--- config.mk ---
export PLATFORM = sky130hd
export DESIGN_NAME = wake_input_detector
export DESIGN_NICKNAME = d
export VERILOG_FILES = /design/src/hw/wake_pkg.sv /design/src/hw/wake_filter.sv /design/src/hw/wake_input_detector.sv
export SDC_FILE = /design/constraint.sdc
export NUM_CORES = 1
export LEC_CHECK = 0
export ABC_AREA = 1
export BUFFER_PORTS_ARGS = -buffer_cell sky130_fd_sc_hd__buf_4
export CORE_MARGIN = 2
export CORE_UTILIZATION = 51
export CTS_BUF_LIST = sky130_fd_sc_hd__clkbuf_4
export DETAILED_ROUTE_END_ITERATION = 16
export PLACE_DENSITY = 0.68
export SYNTH_ARGS = -nofsm -noshare
export SYNTH_HDL_FRONTEND = slang
export SYNTH_HIERARCHICAL = 1
export SYNTH_SLANG_ARGS = --single-unit
--- constraint.sdc ---
create_clock -name clk_i -period 2.9 [get_ports clk_i]
set_clock_uncertainty 0.05 [all_clocks]
set_input_delay 0.29 -clock clk_i [delete_from_list [all_inputs] [get_ports clk_i]]
set_output_delay 0.29 -clock clk_i [all_outputs]
set_load 0.02 [all_outputs]
--- src/hw/wake_pkg.sv ---
package wake_pkg;
    // Clock rate and documented times
    localparam int CLK_MHZ = 10;
    localparam int SHORT_FILTER_US = 16;
    localparam int LONG_FILTER_US = 64;
    localparam int TICK_US = 10;
    localparam int FILT_W = 10;
    localparam logic [FILT_W-1:0] SHORT_FILTER_CYC = FILT_W'(SHORT_FILTER_US * CLK_MHZ);
    localparam logic [FILT_W-1:0] LONG_FILTER_CYC = FILT_W'(LONG_FILTER_US * CLK_MHZ);
    localparam logic [6:0] TICK_LAST = 7'(TICK_US * CLK_MHZ - 1);

    localparam int ADDR_W = 4;
    localparam int DATA_W = 16;
    localparam int N_WAKE = 3;
    localparam int N_AUX = 2;
    localparam int N_SRC = N_WAKE + N_AUX;

    // Register offsets
    localparam logic [ADDR_W-1:0] ADDR_WAKE_EN = 4'h0;
    localparam logic [ADDR_W-1:0] ADDR_PULL = 4'h1;
    localparam logic [ADDR_W-1:0] ADDR_FILTER = 4'h2;
    localparam logic [ADDR_W-1:0] ADDR_TMR_A = 4'h3;
    localparam logic [ADDR_W-1:0] ADDR_TMR_B = 4'h4;
    localparam logic [ADDR_W-1:0] ADDR_SRC_STAT = 4'h5;
    localparam logic [ADDR_W-1:0] ADDR_ALT_STAT = 4'h6;
    localparam logic [ADDR_W-1:0] ADDR_LEVEL = 4'h7;
    localparam logic [ADDR_W-1:0] ADDR_IRQ_STAT = 4'h8;
    localparam logic [ADDR_W-1:0] ADDR_IRQ_MASK = 4'h9;

    // Field positions
    localparam int AUX_EN_LSB = 3;
    localparam int TMR_PERIOD_LSB = 8;

    // Reset values
    localparam logic [DATA_W-1:0] WAKE_EN_RST = 16'h0000;
    localparam logic [DATA_W-1:0] PULL_RST = 16'h0000;
    localparam logic [DATA_W-1:0] FILTER_RST = 16'h0000;
    localparam logic [DATA_W-1:0] TMR_RST = 16'h0a02;
    localparam logic [DATA_W-1:0] IRQ_MASK_RST = 16'h0000;

    typedef enum logic [1:0] {
        MODE_NORMAL = 2'b00,
        MODE_STOP = 2'b01,
        MODE_SLEEP = 2'b10,
        MODE_FAILSAFE = 2'b11
    } dev_mode_e;

    typedef enum logic [1:0] {
        FLT_STATIC_SHORT = 2'b00,
        FLT_STATIC_LONG = 2'b01,
        FLT_CYCLIC_A = 2'b10,
        FLT_CYCLIC_B = 2'b11
    } filter_cfg_e;

    typedef enum logic [1:0] {
        PULL_NONE = 2'b00,
        PULL_DOWN = 2'b01,
        PULL_UP = 2'b10,
        PULL_AUTO = 2'b11
    } pull_sel_e;

    typedef enum logic {
        FLT_IDLE = 1'b0,
        FLT_QUALIFY = 1'b1
    } filter_state_e;

    typedef struct packed {
        logic [ADDR_W-1:0] addr;
        logic [DATA_W-1:0] wdata;
        logic wr;
        logic rd;
    } reg_req_s;
endpackage : wake_pkg

--- src/hw/wake_filter.sv ---
`timescale 1ns/1ps
`default_nettype none
module wake_filter
    import wake_pkg::*;
(
    input wire logic clk_i,
    input wire logic srst_i,
    input wire logic ce_i,
    input wire logic en_i,
    input wire logic level_i,
    input wire logic [FILT_W-1:0] limit_i,
    output logic level_o,
    output logic event_o
);
    filter_state_e state_reg;
    logic [FILT_W-1:0] cnt_reg;
    logic level_reg;
    logic primed_reg;
    logic event_reg;

    // First level after reset is taken without an event
    always_ff @(posedge clk_i)
    begin
        if (srst_i)
        begin
            primed_reg <= 1'b0;
        end
        else if (ce_i)
        begin
            primed_reg <= 1'b1;
        end
    end

    always_ff @(posedge clk_i)
    begin
        if (srst_i)
        begin
            state_reg <= FLT_IDLE;
            cnt_reg <= '0;
            level_reg <= 1'b0;
            event_reg <= 1'b0;
        end
        else if (ce_i)
        begin
            event_reg <= 1'b0;
            if (!primed_reg)
            begin
                level_reg <= level_i;
            end
            else
            begin
                case (state_reg)
                    FLT_IDLE:
                    begin
                        cnt_reg <= '0;
                        if (en_i && level_i != level_reg)
                        begin
                            state_reg <= FLT_QUALIFY;
                            cnt_reg <= 10'h001;
                        end
                    end
                    FLT_QUALIFY:
                    begin
                        if (!en_i || level_i == level_reg)
                        begin
                            state_reg <= FLT_IDLE;
                            cnt_reg <= '0;
                        end
                        else if (cnt_reg >= limit_i)
                        begin
                            // Both directions give an event
                            state_reg <= FLT_IDLE;
                            cnt_reg <= '0;
                            level_reg <= level_i;
                            event_reg <= 1'b1;
                        end
                        else
                        begin
                            cnt_reg <= cnt_reg + 10'h001;
                        end
                    end
                    default:
                    begin
                        state_reg <= FLT_IDLE;
                        cnt_reg <= '0;
                    end
                endcase
            end
        end
    end

    assign level_o = level_reg;
    assign event_o = event_reg;
endmodule : wake_filter
`default_nettype wire

--- src/hw/wake_input_detector.sv ---
// Chosen here: the register addresses and the plain strobed port.
`timescale 1ns/1ps
`default_nettype none
module wake_input_detector
    import wake_pkg::*;
(
    input wire logic clk_i,
    input wire logic srst_i,
    input wire logic ce_i,
    input wire reg_req_s bus_i,
    output logic [DATA_W-1:0] rdata_o,
    input wire logic [N_WAKE-1:0] hv_wake_input_i,
    input wire logic [N_AUX-1:0] aux_output_pins_i,
    input wire dev_mode_e mode_i,
    output logic irq_o,
    output logic wake_req_o,
    output logic [N_WAKE-1:0] pull_up_o,
    output logic [N_WAKE-1:0] pull_down_o
);
    function automatic logic [FILT_W-1:0] filter_limit(input logic [1:0] cfg);
        filter_limit = (cfg == FLT_STATIC_LONG) ? LONG_FILTER_CYC : SHORT_FILTER_CYC;
    endfunction : filter_limit

    function automatic logic sense_active(input logic [1:0] cfg, input logic [1:0] win);
        case (cfg)
            FLT_CYCLIC_A: sense_active = win[0];
            FLT_CYCLIC_B: sense_active = win[1];
            default: sense_active = 1'b1;
        endcase
    endfunction : sense_active

    // Returns {pull_up, pull_down}
    function automatic logic [1:0] pull_decode(input logic [1:0] sel, input logic level);
        case (sel)
            PULL_DOWN: pull_decode = 2'b01;
            PULL_UP: pull_decode = 2'b10;
            PULL_AUTO: pull_decode = level ? 2'b10 : 2'b01;
            default: pull_decode = 2'b00;
        endcase
    endfunction : pull_decode

    function automatic logic wr_hit(input reg_req_s req, input logic [ADDR_W-1:0] addr);
        wr_hit = req.wr && req.addr == addr;
    endfunction : wr_hit

    logic [DATA_W-1:0] wake_enable_control_reg;
    logic [DATA_W-1:0] pull_source_control_reg;
    logic [DATA_W-1:0] filter_mode_control_reg;
    logic [DATA_W-1:0] cyclic_timer_a_control_reg;
    logic [DATA_W-1:0] cyclic_timer_b_control_reg;
    logic [N_WAKE-1:0] wake_source_status_reg;
    logic [N_WAKE-1:0] wake_source_status_next;
    logic [N_AUX-1:0] alt_pin_wake_status_reg;
    logic [N_AUX-1:0] alt_pin_wake_status_next;
    logic [N_SRC-1:0] irq_status_reg;
    logic [N_SRC-1:0] irq_status_next;
    logic [N_SRC-1:0] irq_mask_reg;
    logic [N_SRC-1:0] sync1_reg;
    logic [N_SRC-1:0] sync2_reg;
    logic [6:0] tick_cnt_reg;
    logic [7:0] phase_reg [2];
    logic [1:0] window_reg;
    logic [N_SRC-1:0] flt_level;
    logic [N_SRC-1:0] flt_event;
    logic [N_WAKE-1:0] level_view;
    logic [N_WAKE-1:0] src_hit;
    logic [N_AUX-1:0] aux_hit;
    logic active_mode;
    logic tick;
    logic [DATA_W-1:0] tmr_ctrl [2];

    // Pins cross into the clock domain
    always_ff @(posedge clk_i)
    begin
        if (srst_i)
        begin
            sync1_reg <= '0;
            sync2_reg <= '0;
        end
        else if (ce_i)
        begin
            sync1_reg <= {aux_output_pins_i, hv_wake_input_i};
            sync2_reg <= sync1_reg;
        end
    end

    // Configuration registers
    always_ff @(posedge clk_i)
    begin
        if (srst_i)
        begin
            wake_enable_control_reg <= WAKE_EN_RST;
            pull_source_control_reg <= PULL_RST;
            filter_mode_control_reg <= FILTER_RST;
            cyclic_timer_a_control_reg <= TMR_RST;
            cyclic_timer_b_control_reg <= TMR_RST;
            irq_mask_reg <= IRQ_MASK_RST[N_SRC-1:0];
        end
        else if (ce_i)
        begin
            if (wr_hit(bus_i, ADDR_WAKE_EN))
            begin
                wake_enable_control_reg <= {11'h000, bus_i.wdata[4:0]};
            end
            if (wr_hit(bus_i, ADDR_PULL))
            begin
                pull_source_control_reg <= {10'h000, bus_i.wdata[5:0]};
            end
            if (wr_hit(bus_i, ADDR_FILTER))
            begin
                filter_mode_control_reg <= {10'h000, bus_i.wdata[5:0]};
            end
            if (wr_hit(bus_i, ADDR_TMR_A))
            begin
                cyclic_timer_a_control_reg <= bus_i.wdata;
            end
            if (wr_hit(bus_i, ADDR_TMR_B))
            begin
                cyclic_timer_b_control_reg <= bus_i.wdata;
            end
            if (wr_hit(bus_i, ADDR_IRQ_MASK))
            begin
                irq_mask_reg <= bus_i.wdata[N_SRC-1:0];
            end
        end
    end

    assign tmr_ctrl[0] = cyclic_timer_a_control_reg;
    assign tmr_ctrl[1] = cyclic_timer_b_control_reg;
    assign tick = (tick_cnt_reg == TICK_LAST);

    // Shared prescaler for both cyclic timers
    always_ff @(posedge clk_i)
    begin
        if (srst_i)
        begin
            tick_cnt_reg <= '0;
        end
        else if (ce_i)
        begin
            tick_cnt_reg <= tick ? 7'h00 : tick_cnt_reg + 7'h01;
        end
    end

    // Cyclic timers: window open while phase below on-time
    always_ff @(posedge clk_i)
    begin
        if (srst_i)
        begin
            phase_reg[0] <= '0;
            phase_reg[1] <= '0;
            window_reg <= '0;
        end
        else if (ce_i)
        begin
            for (int t = 0; t < 2; t++)
            begin
                if (tick)
                begin
                    if (phase_reg[t] + 8'h01 >= tmr_ctrl[t][TMR_PERIOD_LSB +: 8])
                    begin
                        phase_reg[t] <= '0;
                    end
                    else
                    begin
                        phase_reg[t] <= phase_reg[t] + 8'h01;
                    end
                end
                window_reg[t] <= phase_reg[t] < tmr_ctrl[t][7:0];
            end
        end
    end

    genvar g;
    generate
        for (g = 0; g < N_WAKE; g++)
        begin : g_wake
            wake_filter u_filter (
                .clk_i(clk_i),
                .srst_i(srst_i),
                .ce_i(ce_i),
                .en_i(sense_active(filter_mode_control_reg[2*g +: 2], window_reg)),
                .level_i(sync2_reg[g]),
                .limit_i(filter_limit(filter_mode_control_reg[2*g +: 2])),
                .level_o(flt_level[g]),
                .event_o(flt_event[g])
            );
            // Cyclic sense reports the sample held by the filter
            assign level_view[g] = filter_mode_control_reg[2*g+1] ? flt_level[g] : sync2_reg[g];
        end
        for (g = 0; g < N_AUX; g++)
        begin : g_aux
            wake_filter u_filter (
                .clk_i(clk_i),
                .srst_i(srst_i),
                .ce_i(ce_i),
                .en_i(1'b1),
                .level_i(sync2_reg[N_WAKE+g]),
                .limit_i(SHORT_FILTER_CYC),
                .level_o(flt_level[N_WAKE+g]),
                .event_o(flt_event[N_WAKE+g])
            );
        end
    endgenerate

    assign src_hit = flt_event[N_WAKE-1:0] & wake_enable_control_reg[N_WAKE-1:0];
    assign aux_hit = flt_event[N_SRC-1:N_WAKE] & wake_enable_control_reg[AUX_EN_LSB +: N_AUX];
    assign active_mode = (mode_i == MODE_NORMAL) || (mode_i == MODE_STOP);

    // Sticky flags: set wins over write-one clear
    always_comb
    begin
        wake_source_status_next = wake_source_status_reg;
        alt_pin_wake_status_next = alt_pin_wake_status_reg;
        irq_status_next = irq_status_reg;
        if (wr_hit(bus_i, ADDR_SRC_STAT))
        begin
            wake_source_status_next = wake_source_status_next & ~bus_i.wdata[N_WAKE-1:0];
        end
        if (wr_hit(bus_i, ADDR_ALT_STAT))
        begin
            alt_pin_wake_status_next = alt_pin_wake_status_next & ~bus_i.wdata[N_AUX-1:0];
        end
        if (wr_hit(bus_i, ADDR_IRQ_STAT))
        begin
            irq_status_next = irq_status_next & ~bus_i.wdata[N_SRC-1:0];
        end
        wake_source_status_next = wake_source_status_next | src_hit;
        alt_pin_wake_status_next = alt_pin_wake_status_next | aux_hit;
        if (active_mode)
        begin
            irq_status_next = irq_status_next | {aux_hit, src_hit};
        end
    end

    always_ff @(posedge clk_i)
    begin
        if (srst_i)
        begin
            wake_source_status_reg <= '0;
            alt_pin_wake_status_reg <= '0;
            irq_status_reg <= '0;
        end
        else if (ce_i)
        begin
            wake_source_status_reg <= wake_source_status_next;
            alt_pin_wake_status_reg <= alt_pin_wake_status_next;
            irq_status_reg <= irq_status_next;
        end
    end

    // Interrupt and wake request outputs
    always_ff @(posedge clk_i)
    begin
        if (srst_i)
        begin
            irq_o <= 1'b0;
            wake_req_o <= 1'b0;
        end
        else if (ce_i)
        begin
            irq_o <= |(irq_status_next & irq_mask_reg);
            wake_req_o <= !active_mode && (|{aux_hit, src_hit});
        end
    end

    // Pull current source controls
    always_ff @(posedge clk_i)
    begin
        if (srst_i)
        begin
            pull_up_o <= '0;
            pull_down_o <= '0;
        end
        else if (ce_i)
        begin
            for (int i = 0; i < N_WAKE; i++)
            begin
                {pull_up_o[i], pull_down_o[i]} <=
                    pull_decode(pull_source_control_reg[2*i +: 2], flt_level[i]);
            end
        end
    end

    // Read data, zero for unmapped offsets
    always_ff @(posedge clk_i)
    begin
        if (srst_i)
        begin
            rdata_o <= '0;
        end
        else if (ce_i)
        begin
            rdata_o <= '0;
            if (bus_i.rd)
            begin
                case (bus_i.addr)
                    ADDR_WAKE_EN: rdata_o <= wake_enable_control_reg;
                    ADDR_PULL: rdata_o <= pull_source_control_reg;
                    ADDR_FILTER: rdata_o <= filter_mode_control_reg;
                    ADDR_TMR_A: rdata_o <= cyclic_timer_a_control_reg;
                    ADDR_TMR_B: rdata_o <= cyclic_timer_b_control_reg;
                    ADDR_SRC_STAT: rdata_o <= {13'h0000, wake_source_status_reg};
                    ADDR_ALT_STAT: rdata_o <= {14'h0000, alt_pin_wake_status_reg};
                    ADDR_LEVEL: rdata_o <= {13'h0000, level_view};
                    ADDR_IRQ_STAT: rdata_o <= {11'h000, irq_status_reg};
                    ADDR_IRQ_MASK: rdata_o <= {11'h000, irq_mask_reg};
                    default: rdata_o <= '0;
                endcase
            end
        end
    end
endmodule : wake_input_detector
`default_nettype wire

Word-level counts from Yosys, hierarchy flattened
Memory sizes are Yosys's and may differ from the RTL's.
Index checks and enable logic that the tools add are counted.
Cells by class
  add/subtract/negate cells: 8
  reductions and logical operators: 37
  muxes and demuxes: 128
  order comparisons: 9
  eq/ne operators: 54
  bitwise logic cells: 21
Operator list (number)
  $pmux 16 s10: 1
  $mux 10: 13
  $pmux 10 s2: 5
  $mux 1: 85
  $add 10x1->10 const B: 5
  $mux 8: 4
  $ge 10x10->1: 3
  $eq 2x2->1 const B: 12
  $ge 10x8->1 const B: 2
  $ne 2x2->1 const B: 10
  $reduce_and 4->1: 5
  $pmux 2 s3: 3
  $add 8x1->8 const B: 2
  $eq 4x3->1 const B: 4
  $ge 8x8->1: 2
  $lt 8x8->1: 2
  $mux 16: 1
  $pmux 1 s2: 8
  $eq 2x1->1 const B: 7
  $reduce_and 2->1: 7
  $logic_and 1x1->1: 13
  $and 5x5->5: 2
  $mux 5: 2
  $ne 2x1->1 const B: 5
  25 further kinds: 54
Storage, ports and cells
  bits of input ports: 32
  output and inout port bits: 24
  RAM bits: 16
  memories: 1
  word-level logic and storage cells: 297
  flip-flop bits (word level): 173
Memories
  phase_reg: words 2, width 8, read ports 2, clocked after memory_dff 0, wr ports 2, RTL line wake_input_detector.sv:61  | logic [7:0] phase_reg [2];

Longest topological paths before layout
An unclocked memory read counts as a cell.
  depth in word-level cells: 10
  gate-level depth with buffers: 15
  mapped depth without buffers: 15

By module
The synthesis kept the hierarchy.
By module, submodules not included
  wake_input_detector: area each 6159.7 um^2, cells an instance 836, seq. area each 2622.5 um^2, times used 1
  wake_filter: area each 972.2 um^2, cells an instance 139, seq. area each 280.3 um^2, times used 5

Least setup slack after synthesis
OpenSTA, ideal clock, no wires.
  path kind: reg-to-reg
  from: memory phase_reg[0][0]
  to: memory phase_reg[0][0] (data pin)
  path slack: 885 ps
  data required time: 2591 ps
  stages on the path, launching flop included: 11
  buffers on the path: 0
  data arrival time: 1706 ps
  cell sequence: edfxtp_1 -> and3_1 -> nand3_1 -> nand3b_1 -> xor2_1 -> inv_1 -> ha_1 -> nand2_1 -> nor3b_1 -> nand2_1 -> nor2_1
RTL lines (RTL line)
  start, declared: wake_input_detector.sv:61

==> reports/results.ini <==
[clock_tree]
clockRootBuffer = clkbuf_4
cts_buffers = 17
ctsLongestPathBuffers = 2
clkSlewWorstSetupHoldPaths_ns = 0.19
cts_sinks = 193
tritoncts = built
cts_resized = 0
htreeDepth = 4
worstSkewPairLatency_ns = 0.62

[synthesis]
synth_top_family_by_area = simple AND/OR/NAND/NOR gates
ys_ff_latch = 193
synthXorXnorAreaFrac_pct = 2.78
avgSynthCellArea_um2 = 7.20
synthCells = 1531
synthArstFlopShare_pct = 0
synth_compound_area_share_pct = 11.9
yosys.area_share.simple_pct = 28.2
synth_edf_count = 16
synth_seq_area_share_pct = 36.5
synthAdderAreaFrac_pct = 9.99
synth_top_cell_area_share_pct = 32.2
syn_area_mm2 = 0.0110
ys_types = 41
synthMuxAreaShare_pct = 0
synth_warnings = 6
yosys.area.top_type = dfxtp_1
synthTopCellsByArea = dfxtp_1 (32%), nand2_1 (10%), ha_1 (10%)
ys.flop_type = dfxtp_1

[critical_path]
worst_setup_path_end_kind = flip-flop
start_kind = flip-flop
slowest_stage = edfxtp_1
worstPathRequired_ns = 3.32
cp_common_cell = nand2_1
path_cells = and3_1 -> nand3_1 -> nand3b_1 -> xor2_1 -> inv_1 -> ha_1 -> nand2_1 -> nor3b_1 -> nand2_1 -> nor2_1
cp.arrival_ns = 2.75
crit_path_max_fanout = 8
max_stage_delay_ns = 0.46
path_class = flip-flop to flip-flop
crit_buf_inv = 1
cp_top_family = simple AND/OR/NAND/NOR gates

[route]
viasPerCell = 4.90
drt-total-wl_mm = 24.5
wl_per_cell_um = 12.6
met2_length_mm = 11.8
drt_iter0_markers = 441
vias = 9498
dr.pass1.iters = 5
drt-met1-wl_mm = 11.4
drcViolationCount = 0
top_layer = met4
antenna_left = 0
wl_met3_um = 872

[placement]
io_buffers = 54
placed_cell_area_mm2 = 0.0119
pre_cts_ws_ns = 0.640
gp_congestion = 0.941
hpwl_mm = 18.3

[timing]
max_slew_margin_pct = 56.6
max_slew.worst_pin.slew_ns = 0.652
fmax_mhz = 430
fin_crit_sh_pct = 80.1
rsz0062_at_grt = no
slew_viol_final = 0
layout_setup_ws_ns = 0.576
period_minus_slack_ns = 2.32
setup_tns_ns = 0
hold_viol = 0
hold_ws_ns = 0.108
setup_viol_count_final = 0

[global_routing]
grt_max_degree = 56
grt.overflow.total = 0
grt_pass1_vias = 8806
grt_pass1_wl_mm = 41.3
grt_util_all_layers_pct = 22.6
antenna_found_initial = 1

[pwr]
sequentialPowerShare_pct = 56.4
vdd_ir_drop_max_mv = 0.278
p_leak_uw = 0.00566
p_int_uw = 3520
switching_share_pct = 29.3
power.share.clock_pct = 32.4
p_per_area_mw_per_mm2 = 401
combPwrFrac_pct = 11.2
power.switching_uw = 1460

[floorplanning]
die-area_mm2 = 0.0228
rows = 53
pin_count = 56
initial_core_util_pct = 52.3
core_area_mm2 = 0.0211
die_h_um = 151
die_w_um = 151

[layout]
layout_common_cells = nand2_1 (301), inv_1 (259), nor2_1 (183)
layout.nets = 1769
largest_register_ffs = 30
final_common_cell = nand2_1
final_area_mm2 = 0.0124
drive_gt1_share_pct = 10.2
final_core_util_pct = 58.9
area_growth_syn_to_layout_pct = 12.6

[worst_hold_path]
min_path_type = primary input to flip-flop

[job]
drv_cap = 0

[status]
status = finished, final reports clean

-- cells in the mapped netlist, drive strengths merged (6+ instances only) --
master    n
inv     265
xor2     29
clkbuf   18
nand3    77
ha       88
xnor2     6
clkinv    7
nand2   327
o21ai   103
nor3     21
dfxtp   177
edfxtp   16
nand4    23
a21oi   112
buf      10
nor2    201
nor3b     7
o22ai    17
-- worst paths after layout --
check / depth (start not counted) / start / slack [ns] / endpoint
setup / recovery: 10 / phase_reg[0][0] / 0.58 / phase_reg[0][6]
hold / removal: 5 / bus_i[0] / 0.11 / rdata_o[8]
setup reg to reg: 10 / phase_reg[0][0] / 0.58 / phase_reg[0][6]
hold reg to reg: 2 / wake_source_status_reg[0] / 0.43 / wake_source_status_reg[0]
-- stage by stage --
stage / instances / power, µW
after detailed placement: 1882 / 3390
after CTS: 1937 / 5010
after global routing: 1938 / 5220
after floorplan: 1575 / 3220
after global placement: 1882 / 3380
final: 1938 / 4970
-- area by class of cell --
cell class	instances	area [µm²]
fill	2043	8670
multi-input combinational	1082	6000
sequential	193	4020
inverter	272	1030
timing repair buffer	83	693
tap	275	344
clock inverter	15	194
clock buffer	17	128
antenna	1	2.50
-- timing repair --
item	4_1_cts	5_1_grt
setup buffers	0	0
hold endpoints to repair	45	0
hold buffers	23	0
-- routing by layer --
metal  global-route usage [%]  up-vias
met5                        0        -
met1                     28.8     4219
met2                     39.6      159
met4                     7.29        0
li1                         -     5086
met3                     2.98       34
-- tightest hold or removal path: stages --
cell and delay (ns):
buf_4 0.11, nand2_1 0.10, a31oi_4 0.11, nand2_1 0.08, a21oi_1 0.05
-- power groups by stage --
| stage | logic [µW] | clock network [µW] | registers (µW) |
|---|---|---|---|
| 2_1_floorplan | 367 | 0 | 2850 |
| 3_3_place_gp | 517 | 0 | 2860 |
| 3_5_place_dp | 529 | 0 | 2860 |
| 4_1_cts | 557 | 1650 | 2800 |
| 5_1_grt | 650 | 1750 | 2810 |
| 6_report | 559 | 1610 | 2800 |
-- kinds of logic after synthesis --
logic type,Yosys count
and+or+nand+nor,667
adders and majority gates,88
buffers and inverters,300
AOI/OAI and AO/OA,246
other,2
xor gates and xnor gates,35
DFF,193
Power figures use the tool's default switching activity.
